`config.mk`:
```
export PLATFORM = sky130hd
export DESIGN_NAME = port_register_block
export DESIGN_NICKNAME = d
export VERILOG_FILES = /design/src/rtl/port_block_pkg.sv /design/src/rtl/cap_chain_rom.sv /design/src/rtl/block_base_capture.sv /design/src/rtl/port_register_block.sv
export SDC_FILE = /design/constraint.sdc
export NUM_CORES = 1
export LEC_CHECK = 0
export ABC_AREA = 1
export BUFFER_PORTS_ARGS = -buffer_cell sky130_fd_sc_hd__buf_2
export CAP_MARGIN = 5
export CORE_UTILIZATION = 29
export CTS_CLUSTER_DIAMETER = 100
export DETAILED_ROUTE_END_ITERATION = 10
export PLACE_DENSITY = 0.5
export SLEW_MARGIN = 25
export SYNTH_ARGS = -nofsm -noshare
export SYNTH_HDL_FRONTEND = slang
export SYNTH_SLANG_ARGS = --single-unit
```
`constraint.sdc`:
```
create_clock -name i_mclk -period 2 [get_ports i_mclk]
set_clock_uncertainty 0.15 [all_clocks]
set_input_delay 0.6 -clock i_mclk [delete_from_list [all_inputs] [get_ports i_mclk]]
set_output_delay 0.6 -clock i_mclk [all_outputs]
set_load 0.02 [all_outputs]
```
`src/rtl/port_block_pkg.sv`:
```
// constants, types and functional notes for the port register blocks
// Functional notes
// - downstream decodes one contiguous 4K register window
// - downstream 64-byte header follows type 1 layout
// - first word reads as null extended header
// - null header points onward to offset 100h
// - 64-bit private base pointer at 10h/14h
// - downstream pointer locates its subsystem register region
// - capabilities found only by walking next pointers
// - downstream capabilities sit within 100h to FFFh
// - downstream slot registers are not applicable
// - both ports carry error reporting capability
// - downstream chain lists its required capability set
// - upstream also decodes its own 4K block
// - upstream latches bits 63:12 of first access outside the downstream block
// - upstream 64-byte header follows type 0 layout
// - upstream pointer locates its subsystem register region
// - upstream plain capabilities within 040h to 0FFh
// - upstream extended capabilities within 100h to FFFh
package port_block_pkg;
	localparam int          ADDR_W      = 64;        // memory address
	localparam int          OFF_W       = 12;        // 4K block offset
	localparam int          BASE_W      = ADDR_W - OFF_W;
	// header word offsets
	localparam logic [11:0] OFF_NULL    = 12'h000;
	localparam logic [11:0] OFF_CMD     = 12'h004;
	localparam logic [11:0] OFF_CLASS   = 12'h008;
	localparam logic [11:0] OFF_HTYPE   = 12'h00c;
	localparam logic [11:0] OFF_BAR_LO  = 12'h010;
	localparam logic [11:0] OFF_BAR_HI  = 12'h014;
	localparam logic [11:0] OFF_CAP_PTR = 12'h034;
	// capability windows
	localparam logic [11:0] STD_LO      = 12'h040;
	localparam logic [11:0] STD_HI      = 12'h0ff;
	localparam logic [11:0] EXT_LO      = 12'h100;
	// fixed field values
	localparam logic [31:0] NULL_HDR    = 32'h1000_0000;
	localparam logic [7:0]  HTYPE_T1    = 8'h01;
	localparam logic [7:0]  HTYPE_T0    = 8'h00;
	localparam logic [3:0]  BAR_TYPE    = 4'h4;      // 64-bit memory
	localparam logic [59:0] BAR_RST     = 60'h0;
	localparam logic [15:0] CMD_RST     = 16'h0000;
	localparam logic [15:0] CMD_WMASK   = 16'h0146;
	localparam int          CMD_MEM_EN  = 1;
	// capability identifiers
	localparam logic [7:0]  ID_PCIE     = 8'h10;
	localparam logic [7:0]  ID_PM       = 8'h01;
	localparam logic [7:0]  ID_MSI      = 8'h05;
	localparam logic [15:0] ID_AER      = 16'h0001;
	localparam logic [15:0] ID_VC       = 16'h0002;
	localparam logic [15:0] ID_ACS      = 16'h000d;
	localparam logic [15:0] ID_MCAST    = 16'h0012;
	localparam logic [15:0] ID_DPC      = 16'h001d;
	localparam logic [15:0] ID_DVSEC    = 16'h0023;
	localparam logic [3:0]  EXT_VER     = 4'h1;
	// capability placement
	localparam logic [11:0] DN_PCIE     = 12'h380;
	localparam logic [11:0] DN_PM       = 12'h3c0;
	localparam logic [11:0] DN_MSI      = 12'h3e0;
	localparam logic [7:0]  DN_CAP_PTR  = 8'he0;     // 380h in dwords
	localparam logic [7:0]  UP_CAP_PTR  = 8'h40;     // byte offset
	localparam logic [11:0] SLOT_CAP    = 12'h014;
	localparam logic [11:0] SLOT_CTL    = 12'h018;
	localparam logic [11:0] SLOT_CAP2   = 12'h034;
	localparam logic [11:0] SLOT_CTL2   = 12'h038;
	// one memory access from the link
	typedef struct packed {
		logic              wr;
		logic [ADDR_W-1:0] addr;
		logic [31:0]       wdata;
		logic [3:0]        be;
	} mem_req_t;
	// one answer to it
	typedef struct packed {
		logic        hit;
		logic [31:0] rdata;
	} mem_rsp_t;
endpackage

```
`src/rtl/cap_chain_rom.sv`:
```
// fixed capability headers of one port block
`timescale 1ns/1ps
`default_nettype none
module cap_chain_rom #(
	parameter bit          UPSTREAM = 1'b0,
	parameter logic [15:0] DV_VENDOR = 16'h1234  // arbitrary value
) (
	input  wire logic [11:2] i_off,
	output logic      [31:0] o_data
);
	import port_block_pkg::*;

	// extended header word
	function automatic logic [31:0] ext(input logic [15:0] id,
		input logic [11:0] nxt);
		ext = {nxt, EXT_VER, id};
	endfunction

	// header lookup, anything else reads zero
	always_comb begin
		o_data = 32'h0;
		if (UPSTREAM) begin
			unique case ({i_off, 2'b00})
				12'h040: o_data = {16'h0052, 8'h00, ID_PCIE};
				12'h100: o_data = ext(ID_AER, 12'h180);
				12'h180: o_data = ext(ID_MCAST, 12'h200);
				12'h200: o_data = ext(ID_VC, 12'h280);
				12'h280: o_data = ext(ID_DVSEC, 12'h000);
				12'h284: o_data = {12'h010, 4'h0, DV_VENDOR};
				12'h288: o_data = 32'h0000_0007;
				default: o_data = 32'h0;
			endcase
		end else begin
			unique case ({i_off, 2'b00})
				12'h100: o_data = ext(ID_AER, 12'h180);
				12'h180: o_data = ext(ID_ACS, 12'h200);
				12'h200: o_data = ext(ID_MCAST, 12'h280);
				12'h280: o_data = ext(ID_DPC, 12'h300);
				12'h300: o_data = ext(ID_DVSEC, 12'h000);
				12'h304: o_data = {12'h010, 4'h0, DV_VENDOR};
				12'h308: o_data = 32'h0000_0007;
				// plain list, next bytes in dwords
				DN_PCIE: o_data = {16'h0042, 8'hf0, ID_PCIE};
				DN_PM:   o_data = {16'h0003, 8'hf8, ID_PM};
				DN_MSI:  o_data = {16'h0080, 8'h00, ID_MSI};
				default: o_data = 32'h0;
			endcase
		end
	end
endmodule
`default_nettype wire

```
`src/rtl/block_base_capture.sv`:
```
// upstream block base, caught from first access after link start that misses the downstream block
`timescale 1ns/1ps
`default_nettype none
module block_base_capture (
	input  wire logic                               i_mclk,
	input  wire logic                               i_resetn,
	input  wire logic                               i_link_init,
	input  wire logic                               i_req_valid,
	input  wire logic [port_block_pkg::BASE_W-1:0]  i_req_base,
	input  wire logic                               i_other_hit,
	output logic                                    o_armed,
	output logic                                    o_valid,
	output logic      [port_block_pkg::BASE_W-1:0]  o_base
);
	import port_block_pkg::*;

	// whole state of the catcher
	typedef struct packed {
		logic              armed;  // waiting for first access
		logic              valid;  // base held
		logic [BASE_W-1:0] base;   // address bits 63:12
	} cap_state_t;

	localparam cap_state_t CAP_RST = '{1'b0, 1'b0, '0};

	cap_state_t c_q, c_d;

	// arm on link start, latch once, then hold
	always_comb begin
		c_d = c_q;
		if (i_link_init) begin
			c_d.armed = 1'b1;
			c_d.valid = 1'b0;
		end else if (c_q.armed && i_req_valid && !i_other_hit) begin
			c_d.base  = i_req_base;
			c_d.valid = 1'b1;
			c_d.armed = 1'b0;
		end
	end

	// state register
	always_ff @(posedge i_mclk or negedge i_resetn) begin
		if (!i_resetn) begin
			c_q <= CAP_RST;
		end else begin
			c_q <= c_d;
		end
	end

	assign o_armed = c_q.armed;
	assign o_valid = c_q.valid;
	assign o_base  = c_q.base;
endmodule
`default_nettype wire

```
`src/rtl/port_register_block.sv`:
```
// downstream and upstream port register blocks on one access port
`timescale 1ns/1ps
`default_nettype none
module port_register_block #(
	parameter int          DATA_W     = 32,
	parameter logic [7:0]  REV_ID     = 8'h01,
	parameter logic [23:0] CLASS_CODE = 24'h060400,
	parameter logic [15:0] DV_VENDOR  = 16'h1234  // arbitrary value
) (
	input  wire logic                              i_mclk,
	input  wire logic                              i_resetn,
	input  wire logic                              i_link_init,
	input  wire logic [port_block_pkg::BASE_W-1:0] i_dn_block_base,
	input  wire logic                              i_req_valid,
	input  wire port_block_pkg::mem_req_t          i_req,
	output logic                                   o_rsp_valid,
	output port_block_pkg::mem_rsp_t               o_rsp,
	output logic      [63:0]                       o_dn_priv_base,
	output logic      [63:0]                       o_up_priv_base,
	output logic                                   o_dn_mem_en,
	output logic                                   o_up_mem_en,
	output logic      [port_block_pkg::BASE_W-1:0] o_up_block_base,
	output logic                                   o_up_base_valid
);
	import port_block_pkg::*;

	// refuse widths the decode cannot serve
	if (DATA_W != 32) begin : g_bad_width
		$error("only 32-bit data is supported");
	end

	// whole state of the block
	typedef struct packed {
		logic        rsp_valid;  // answer strobe
		mem_rsp_t    rsp;        // answer word
		logic [59:0] dn_bar;     // downstream base bits 63:4
		logic [59:0] up_bar;     // upstream base bits 63:4
		logic [15:0] dn_cmd;     // downstream command
		logic [15:0] up_cmd;     // upstream command
	} state_t;

	localparam state_t S_RST = '{
		rsp_valid: 1'b0,
		rsp:       '0,
		dn_bar:    BAR_RST,
		up_bar:    BAR_RST,
		dn_cmd:    CMD_RST,
		up_cmd:    CMD_RST
	};

	state_t s_q, s_d;

	// decode signals
	logic [11:0]       off;        // byte offset in block
	logic [BASE_W-1:0] req_base;   // address bits 63:12
	logic              dn_hit;     // access in downstream block
	logic              up_hit;     // access in upstream block
	logic              up_armed;   // upstream waits for base
	logic              up_valid;   // upstream base held
	logic [BASE_W-1:0] up_base;    // upstream block base
	logic [31:0]       rom_word [2]; // capability lookups
	logic              slot_zero;  // slot register window
	logic [31:0]       rd_word;    // read data chosen

	assign off      = {i_req.addr[11:2], 2'b00};
	assign req_base = i_req.addr[ADDR_W-1:OFF_W];

	// downstream window at its relocatable base
	assign dn_hit = i_req_valid &&
		(req_base == i_dn_block_base);

	// upstream window, the first access defines it
	assign up_hit = i_req_valid && !dn_hit &&
		(up_armed || (up_valid && req_base == up_base));

	// base catcher for the upstream block
	block_base_capture u_capture (
		.i_mclk      (i_mclk),
		.i_resetn    (i_resetn),
		.i_link_init (i_link_init),
		.i_req_valid (i_req_valid),
		.i_req_base  (req_base),
		.i_other_hit (dn_hit),
		.o_armed     (up_armed),
		.o_valid     (up_valid),
		.o_base      (up_base)
	);

	// one header lookup per port, index 1 is upstream
	for (genvar p = 0; p < 2; p++) begin : g_rom
		cap_chain_rom #(
			.UPSTREAM  (p == 1),
			.DV_VENDOR (DV_VENDOR)
		) u_rom (
			.i_off  (i_req.addr[11:2]),
			.o_data (rom_word[p])
		);
	end

	// merge written bytes into an old word
	function automatic logic [31:0] merge(input logic [31:0] old,
		input logic [31:0] wd, input logic [3:0] be);
		logic [31:0] r;
		r = old;
		for (int b = 0; b < 4; b++) begin
			if (be[b]) begin
				r[8*b +: 8] = wd[8*b +: 8];
			end
		end
		return r;
	endfunction

	// header and capability read of one block
	function automatic logic [31:0] blk_read(input logic up,
		input logic [11:0] o, input logic [59:0] bar,
		input logic [15:0] cmd, input logic [31:0] rom);
		logic [31:0] v;
		v = 32'h0;
		case (o)
			// null extended header opens the chain
			OFF_NULL: v = NULL_HDR;
			// command word, status reads zero
			OFF_CMD: v = {16'h0000, cmd};
			// class and revision
			OFF_CLASS: v = {CLASS_CODE, REV_ID};
			// header type tells type 0 from type 1
			OFF_HTYPE: v = {8'h00,
				up ? HTYPE_T0 : HTYPE_T1, 16'h0000};
			// private base pointer, low word
			OFF_BAR_LO: v = {bar[27:0], BAR_TYPE};
			// private base pointer, high word
			OFF_BAR_HI: v = bar[59:28];
			// plain capability list head
			OFF_CAP_PTR: v = {24'h0,
				up ? UP_CAP_PTR : DN_CAP_PTR};
			default: begin
				// capability area, ranges differ per side
				if (o >= EXT_LO) begin
					v = rom;
				end else if (up && o >= STD_LO) begin
					v = rom;
				end else begin
					v = 32'h0;
				end
			end
		endcase
		return v;
	endfunction

	// slot registers of the downstream express capability
	always_comb begin
		slot_zero = 1'b0;
		if (off == DN_PCIE + SLOT_CAP || off == DN_PCIE + SLOT_CTL ||
			off == DN_PCIE + SLOT_CAP2 ||
			off == DN_PCIE + SLOT_CTL2) begin
			slot_zero = 1'b1;
		end
	end

	// pick the read word of whichever block is hit
	always_comb begin
		rd_word = 32'h0;
		if (dn_hit) begin
			rd_word = blk_read(1'b0, off, s_q.dn_bar, s_q.dn_cmd,
				rom_word[0]);
			if (slot_zero) begin
				rd_word = 32'h0;
			end
		end else if (up_hit) begin
			rd_word = blk_read(1'b1, off, s_q.up_bar, s_q.up_cmd,
				rom_word[1]);
		end
	end

	// next state: answers and register writes
	always_comb begin
		logic [31:0] m;
		m = 32'h0;
		s_d = s_q;
		// one answer per access, one cycle later
		s_d.rsp_valid = i_req_valid;
		s_d.rsp.hit   = dn_hit || up_hit;
		s_d.rsp.rdata = i_req.wr ? 32'h0 : rd_word;
		if (i_req.wr && dn_hit) begin
			// downstream writable words only
			unique case (off)
				OFF_CMD: begin
					m = merge({16'h0, s_q.dn_cmd}, i_req.wdata, i_req.be);
					s_d.dn_cmd = m[15:0] & CMD_WMASK;
				end
				OFF_BAR_LO: begin
					m = merge({s_q.dn_bar[27:0], BAR_TYPE},
						i_req.wdata, i_req.be);
					s_d.dn_bar[27:0] = m[31:4];
				end
				OFF_BAR_HI: begin
					m = merge(s_q.dn_bar[59:28], i_req.wdata, i_req.be);
					s_d.dn_bar[59:28] = m;
				end
				default: begin
					// read-only or unmapped, write dropped
					m = 32'h0;
				end
			endcase
		end else if (i_req.wr && up_hit) begin
			// upstream writable words only
			unique case (off)
				OFF_CMD: begin
					m = merge({16'h0, s_q.up_cmd}, i_req.wdata, i_req.be);
					s_d.up_cmd = m[15:0] & CMD_WMASK;
				end
				OFF_BAR_LO: begin
					m = merge({s_q.up_bar[27:0], BAR_TYPE},
						i_req.wdata, i_req.be);
					s_d.up_bar[27:0] = m[31:4];
				end
				OFF_BAR_HI: begin
					m = merge(s_q.up_bar[59:28], i_req.wdata, i_req.be);
					s_d.up_bar[59:28] = m;
				end
				default: begin
					// read-only or unmapped, write dropped
					m = 32'h0;
				end
			endcase
		end
	end

	// state register
	always_ff @(posedge i_mclk or negedge i_resetn) begin
		if (!i_resetn) begin
			s_q <= S_RST;
		end else begin
			s_q <= s_d;
		end
	end

	// outputs, all from flops
	assign o_rsp_valid     = s_q.rsp_valid;
	assign o_rsp           = s_q.rsp;
	assign o_dn_priv_base  = {s_q.dn_bar, 4'h0};
	assign o_up_priv_base  = {s_q.up_bar, 4'h0};
	assign o_dn_mem_en     = s_q.dn_cmd[CMD_MEM_EN];
	assign o_up_mem_en     = s_q.up_cmd[CMD_MEM_EN];
	assign o_up_block_base = up_base;
	assign o_up_base_valid = up_valid;

	// reads of either block that hit
	logic rd_hit;
	assign rd_hit = i_req_valid && !i_req.wr && (dn_hit || up_hit);

	AST_NULL_HDR:
	assert property (@(posedge i_mclk) disable iff (!i_resetn)
		rd_hit && off == OFF_NULL |=> o_rsp.rdata == 32'h1000_0000)
		else $error("null header word wrong");

	AST_DN_TYPE1:
	assert property (@(posedge i_mclk) disable iff (!i_resetn)
		dn_hit && !i_req.wr && off == OFF_HTYPE
		|=> o_rsp.rdata[23:16] == 8'h01)
		else $error("downstream header type not type 1");

	AST_UP_TYPE0:
	assert property (@(posedge i_mclk) disable iff (!i_resetn)
		up_hit && !i_req.wr && off == OFF_HTYPE
		|=> o_rsp.hit && o_rsp.rdata[23:16] == 8'h00)
		else $error("upstream header type not type 0");

	AST_BAR_HI_WRITE:
	assert property (@(posedge i_mclk) disable iff (!i_resetn)
		dn_hit && i_req.wr && i_req.be == 4'hf && off == OFF_BAR_HI
		|=> o_dn_priv_base[63:32] == $past(i_req.wdata))
		else $error("downstream base pointer high word lost");

	AST_UP_CATCH:
	assert property (@(posedge i_mclk) disable iff (!i_resetn)
		up_armed && i_req_valid && !dn_hit && !i_link_init
		|=> o_up_base_valid && o_up_block_base == $past(req_base))
		else $error("upstream base not caught");

	AST_UP_ONCE:
	assert property (@(posedge i_mclk) disable iff (!i_resetn)
		o_up_base_valid && !i_link_init |=> $stable(o_up_block_base))
		else $error("upstream base moved without link start");

	AST_MISS_ZERO:
	assert property (@(posedge i_mclk) disable iff (!i_resetn)
		i_req_valid && !dn_hit && !up_hit
		|=> o_rsp_valid && !o_rsp.hit && o_rsp.rdata == 32'h0)
		else $error("miss answered with data");

	AST_DN_LOW_EMPTY:
	assert property (@(posedge i_mclk) disable iff (!i_resetn)
		dn_hit && !i_req.wr && off >= 12'h040 && off < 12'h100
		|=> o_rsp.rdata == 32'h0)
		else $error("downstream capability below 100h");

	AST_UP_STD_CAP:
	assert property (@(posedge i_mclk) disable iff (!i_resetn)
		up_hit && !i_req.wr && off == 12'h040
		|=> o_rsp.rdata[7:0] == 8'h10)
		else $error("upstream express capability missing");

	AST_AER_FIRST:
	assert property (@(posedge i_mclk) disable iff (!i_resetn)
		rd_hit && off == 12'h100 |=> o_rsp.rdata[15:0] == 16'h0001)
		else $error("error reporting not first extended");

	AST_SLOT_ZERO:
	assert property (@(posedge i_mclk) disable iff (!i_resetn)
		dn_hit && !i_req.wr && off == 12'h394 ##1 o_rsp_valid
		|-> o_rsp.rdata == 32'h0)
		else $error("slot register not zero");

	AST_ANSWER_ONE:
	assert property (@(posedge i_mclk) disable iff (!i_resetn)
		i_req_valid |=> o_rsp_valid ##1 (o_rsp_valid == $past(i_req_valid)))
		else $error("answer strobe out of step");
endmodule
`default_nettype wire

```
Yosys cells after proc, flatten, opt, wreduce, memory -nomap -nowiden
Cells that the tools add are included.
Widths: inputs -> output; s select.
- $lt $le $gt $ge: 2
- equality and inequality tests: 25
- mux-type cells: 14
- bitwise operators: 2
- reduce and logical (&&, ||, !) cells: 37
- operators with widths (operator ; number):
    $pmux 32 s7 ; 2
    $pmux 30 s10 ; 1
    $mux 32 ; 7
    $pmux 30 s7 ; 1
    $eq 10x8->1 const B ; 14
    $eq 52x52->1 ; 2
    $mux 54 ; 1
    $reduce_and 4->1 ; 10
    $reduce_and 3->1 ; 10
    $eq 10x2->1 const B ; 2
    $eq 10x3->1 const B ; 2
    $eq 10x7->1 const B ; 2
    $ge 12x7->1 const B ; 1
    $ge 12x9->1 const B ; 1
    $logic_not 12->1 ; 1
    $eq 10x1->1 const B ; 1
    $eq 10x4->1 const B ; 1
    $eq 10x5->1 const B ; 1
    $logic_and 1x1->1 ; 8
    $logic_or 1x1->1 ; 5
    $mux 2 ; 1
    $not 1->1 ; 2
    $reduce_and 2->1 ; 1
    $reduce_bool 2->1 ; 1
    other kinds (2) ; 2
- bits in registers: 216
- bits of input ports: 157
- output and inout bits: 217
- logic and storage cells: 106

Logic depth before layout (Yosys ltp)
- depth in word-level cells: 8
- gate-level depth with buffers: 16

Modules after synthesis
Synthesis repeated with hierarchy kept, for this count alone.
- cells, all modules: 2057
- area, all modules: 14478.9 um^2
- by module, submodules not included (module ; instances ; cells an instance ; area each (um^2)):
    port_register_block ; 1 ; 1669 ; 11419.7
    block_base_capture ; 1 ; 233 ; 2180.8
    cap_chain_rom at g_rom[0].u_rom ; 1 ; 86 ; 465.4
    cap_chain_rom at g_rom[1].u_rom ; 1 ; 69 ; 412.9

Least setup slack after synthesis
Ideal clock, no wire load.
- path type: input port to flip-flop
- from: input port i_req[83] in the netlist's numbering
- to: register s_q, in the netlist o_up_priv_base[22]
- data arrival time: 1.942 ns
- required time: 1.729 ns
- setup slack: -0.213 ns
- cell stages on the path: 15
- cell sequence: inv_1 nand2_1 nand2_1 nand2_1 nor2_1 nand2_1 nor2_1 nand2_2 nor2_8 nand3_4 nand2_4 inv_2 buf_2 nand3_1 nand2_1
- cells in the longest elaborated chain, start to end: 7
- RTL lines (what ; RTL line ; RTL):
    start, declared ; port_register_block.sv:15 ; input wire port_block_pkg::mem_req_t i_req,
    $eq 52x52->1 ; port_register_block.sv:70 ; (req_base == i_dn_block_base);
    $logic_and 1x1->1 ; port_register_block.sv:69 ; assign dn_hit = i_req_valid &&
    $logic_not 1->1 ; port_register_block.sv:73 ; assign up_hit = i_req_valid && !dn_hit &&
    $logic_and 1x1->1 (2 in series) ; port_register_block.sv:73 ;
    $logic_and 1x1->1 ; port_register_block.sv:205 ; end else if (i_req.wr && up_hit) begin
    $reduce_and 4->1 (no line) * ; - ;
    end signal, assigned ; port_register_block.sv:232 ; s_q <= S_RST;
    end signal, assigned ; port_register_block.sv:234 ; s_q <= s_d;
    end, declared ; port_register_block.sv:51 ; state_t s_q, s_d;
Mark *: on every way between the ends. The rest lies on a longest branch, timed or not.
A chain may end at the register's enable or synchronous reset.

Worst setup path in the final report
- from: register u_capture.c_q, in the netlist u_capture.o_base[40]
- to: register s_q, in the netlist o_up_priv_base[18]
- cells in the longest elaborated chain, start to end: 6
- RTL lines (what ; RTL line ; RTL):
    start, declared ; block_base_capture.sv:26 ; cap_state_t c_q, c_d;
    start signal, assigned ; block_base_capture.sv:44 ; c_q <= CAP_RST;
    start signal, assigned ; block_base_capture.sv:46 ; c_q <= c_d;
    $eq 52x52->1 ; port_register_block.sv:74 ; (up_armed || (up_valid && req_base == up_base));
    $logic_and 1x1->1 ; port_register_block.sv:74 ;
    $logic_or 1x1->1 ; port_register_block.sv:74 ;
    $logic_and 1x1->1 ; port_register_block.sv:73 ;
    $logic_and 1x1->1 ; port_register_block.sv:205 ;
    $reduce_and 4->1 (no line) ; - ;
Every way passes these cells.

==> out/qor.json <==
{
  "drtPass1Iterations": 5,
  "timing.critical_path.fanout_max": 22,
  "syn2layout_area_growth_pct": 51.66,
  "p_leak_nw": 11.02,
  "hold_path_depth": 3,
  "ioPinCount": 374,
  "finish.net_count": 2573,
  "worst_skew_pair_later_pin_latency_ns": 0.58,
  "timing.critical_path.arrival_ns": 2.63,
  "synth_area_leaders": "sky130_fd_sc_hd__dfrtp_1 40%, sky130_fd_sc_hd__nand2_1 19%, sky130_fd_sc_hd__buf_4 9.3%, sky130_fd_sc_hd__inv_1 5.2%, sky130_fd_sc_hd__nand3_1 4.8%",
  "postSynthRegisterBits": 216,
  "drt.antenna.violating_nets": 0,
  "clk_path_buf_depth": 3,
  "wl_per_cell_um": 19.35,
  "max_slew.worst_pin.slew_ns": 0.6101,
  "worst_r2r_path_depth": 14,
  "route.detailed.drc": 0,
  "start_kind": "flip-flop",
  "post-route-period-util_pct": 116.5,
  "fp.coreArea_sq_mm": 0.04656,
  "layout.core_utilization_pct": 44.55,
  "worstSetupEndpointType": "flip-flop",
  "pwr-share-clk_pct": 38.2,
  "post_route_m1_wl_mm": 25.01,
  "ctsRootBufferMaster": "sky130_fd_sc_hd__clkbuf_16",
  "antenna_found_initial": 3,
  "timing.rr.start": "u_capture.o_base[40]",
  "number_of_clock_buffers_inserted_by_tritoncts": 28,
  "initial_utilization_pct": 29.37,
  "ys_warn_count": 0,
  "finalWorstPathRequiredPeriod_ns": 2.331,
  "routed_vias_inst": 4.679,
  "die_h_um": 219.1,
  "fp.dieW_um": 219.1,
  "final.hold.worst_slack_ns": 0.1148,
  "worst_hold_path.endpoint": "o_dn_priv_base[35]",
  "crit_required_ns": 2.30,
  "max-cap-violations": 0,
  "total_switching_power_mw": 3.817,
  "synth_largest_type_area_fraction_pct": 39.53,
  "grt_pass1_vias": 13950,
  "min-delay-path-class": "in2reg",
  "globalRoute.totalOverflow": 0,
  "syn-cell-area_sq_mm": 0.01367,
  "comb_power_share_pct": 24.2,
  "yosysSeqAreaShare_pct": 39.53,
  "max_freq_mhz": 429.1,
  "setup_ws_ns": -0.3307,
  "num_rows": 79,
  "cts_tree": "done",
  "p_per_area_mw_per_mm2": 610.7,
  "r2r_end": "o_up_priv_base[18]",
  "postSynthAreaPerCell_sq_um": 7.216,
  "path_clk_slew_ns": 0.06,
  "layout_commonest_cell": "sky130_fd_sc_hd__nand2_1",
  "clock_sink_count": 216,
  "cell_total_after_placement": 2927,
  "hold_path_startpoint": "i_req[7]",
  "top_layer": "met5",
  "power.sequential.fraction_pct": 37.6,
  "dr_total_vias": 14240,
  "number_of_standard_cells_after_synthesis": 1895,
  "cell_internal_pwr_mw": 8.848,
  "io_buffers": 363,
  "failing_checks": "setup timing",
  "grt_setup_unrepaired": "true",
  "relSlewSlack_pct": 59.32,
  "maximum_number_of_pins_on_one_net_before_global_route_repair": 58,
  "final_cells": 3044,
  "max-vdd-ir-drop_uv": 629.8,
  "first_iter_violations": 914,
  "routed-wl-met2_mm": 27.75,
  "layout_common_cells": "599 x sky130_fd_sc_hd__nand2_1, 297 x sky130_fd_sc_hd__buf_2, 246 x sky130_fd_sc_hd__buf_4",
  "grt_first_pass_wirelength_mm": 84.71,
  "critPathKind": "reg2reg",
  "dieArea_sq_mm": 0.04802,
  "detailedPlacementHpwl_mm": 43.48,
  "worst-r2r-setup-slack_ns": -0.33,
  "critical_path.startpoint": "u_capture.o_base[40]",
  "timing.final.setup_violations": 219,
  "met3WireLength_mm": 3.904,
  "finalHoldViolCount": 0,
  "sum_of_negative_setup_slack_ns": -39.43,
  "route.final.wire_length_mm": 58.92,
  "htree_num_levels": 1,
  "power.share.switching_pct": 30.14,
  "synth_cell_type_count": 42,
  "cell_type_with_the_highest_aggregate_area_in_the_netlist": "sky130_fd_sc_hd__dfrtp_1",
  "timing.final.max_slew_violations": 0,
  "gp_congestion": 0.9068,
  "antenna_cells": 0,
  "grt.total_usage_pct": 23.59,
  "status": "finished with violations",
  "layout-drive-gt1-share_pct": 43.29
}
==> per-stage QoR <==
step                setup slack [ns]  instance area, sq um  power [mW]
floorplan                    -0.1974                 13950       5.742
global placement             -0.9376                 17310       6.949
detailed placement           -0.9474                 17310       6.972
CTS                          -0.3008                 19560       12.36
global route                 -0.4892                 20740       13.16
finish                       -0.3307                 20740       12.67
==> repair_timing <==
item / CTS / global route
hold buffers: 1 / 0
endpoints found under the setup margin: 252 / 253
resized for setup: 216 / 297
gates cloned: 14 / 4
setup buffers: 39 / 40
hold endpoints to repair: 45 / 0
pin swaps: 55 / 128
==> routing by layer <==
layer  vias to the layer above  global-route usage, %
met5                         -                      0
met3                       107                  5.253
met2                       449                  38.96
li1                       6828                      -
met4                         6                  8.681
met1                      6853                  29.98
==> layout make-up <==
cell class,instances,area [sq um]
Fill cell,4622,25820
Multi-Input combinational cell,1248,7148
Timing Repair Buffer,701,5658
Sequential cell,216,5411
Inverter,221,888.4
Clock buffer,44,820.8
Tap cell,607,759.5
Clock inverter,7,52.55
==> synth_stat cells, drive strengths merged <==
cell,number
a21oi,26
a22o,5
a22oi,3
a31oi,1
buf,207
clkbuf,10
clkinv,4
conb,1
dfrtp,216
inv,217
nand2,715
nand3,136
nand3b,1
nand4,20
nor2,117
nor3,11
nor3b,1
o211ai,7
o21a,1
o21ai,70
o21bai,65
o221ai,7
o22ai,17
or2,3
xnor2,26
xor2,8
==> kinds of logic (layout without fill, tap and decap cells) <==
| family | Yosys count | count (layout) | share of synthesized area, % |
|---|---|---|---|
| buffers and inverters | 438 | 973 | 17.30 |
| flip-flops | 216 | 216 | 39.53 |
| other | 1 | 8 | 0.02742 |
| AO/OA/AOI/OAI | 202 | 202 | 9.278 |
| XOR/XNOR | 34 | 34 | 2.178 |
| AND/OR/NAND/NOR | 1004 | 1004 | 31.69 |
==> worst max path at each step <==
stage | end | slack [ns] | cells past startpoint
after floorplan | o_dn_priv_base[16] | -0.20 | 13
after global placement | o_up_priv_base[51] | -0.94 | 14
after detailed placement | o_dn_priv_base[18] | -0.95 | 15
after CTS | o_up_priv_base[11] | -0.30 | 16
after global routing | o_up_priv_base[16] | -0.49 | 14
final | o_up_priv_base[18] | -0.33 | 14
==> power groups by stage <==
stage | clock network [mW] | registers [mW] | logic [mW]
CTS | 4.95 | 4.74 | 2.68
global route | 5.10 | 4.78 | 3.28
global placement | 0 | 4.78 | 2.17
detailed placement | 0 | 4.79 | 2.18
finish | 4.84 | 4.76 | 3.06
floorplan | 0 | 5.00 | 0.739
==> sequential cells by signal, indices dropped and copies added (netlist names) <==
signal,cells
o_dn_priv_base,60
o_up_priv_base,60
u_capture.o_base,52
o_rsp,33
s_q,6
o_dn_mem_en,1
o_rsp_valid,1
o_up_mem_en,1
u_capture.o_armed,1
u_capture.o_valid,1
==> worst max-delay path, cell delays in order, from the launching register on <==
cell                       delay (ns)
sky130_fd_sc_hd__dfrtp_1         0.41
sky130_fd_sc_hd__nand2_1         0.09
sky130_fd_sc_hd__nand2_1         0.07
sky130_fd_sc_hd__nor2_1          0.11
sky130_fd_sc_hd__nand2_1         0.09
sky130_fd_sc_hd__nor2_2          0.17
sky130_fd_sc_hd__nand2_2         0.10
sky130_fd_sc_hd__nor2_2          0.12
sky130_fd_sc_hd__nand2_2         0.08
sky130_fd_sc_hd__nand2_4         0.11
sky130_fd_sc_hd__buf_4           0.15
sky130_fd_sc_hd__nand4_4         0.12
sky130_fd_sc_hd__buf_12          0.19
sky130_fd_sc_hd__o21bai_1        0.14
sky130_fd_sc_hd__nand2_1         0.07
Note: power is estimated with default switching activity, not from simulation.
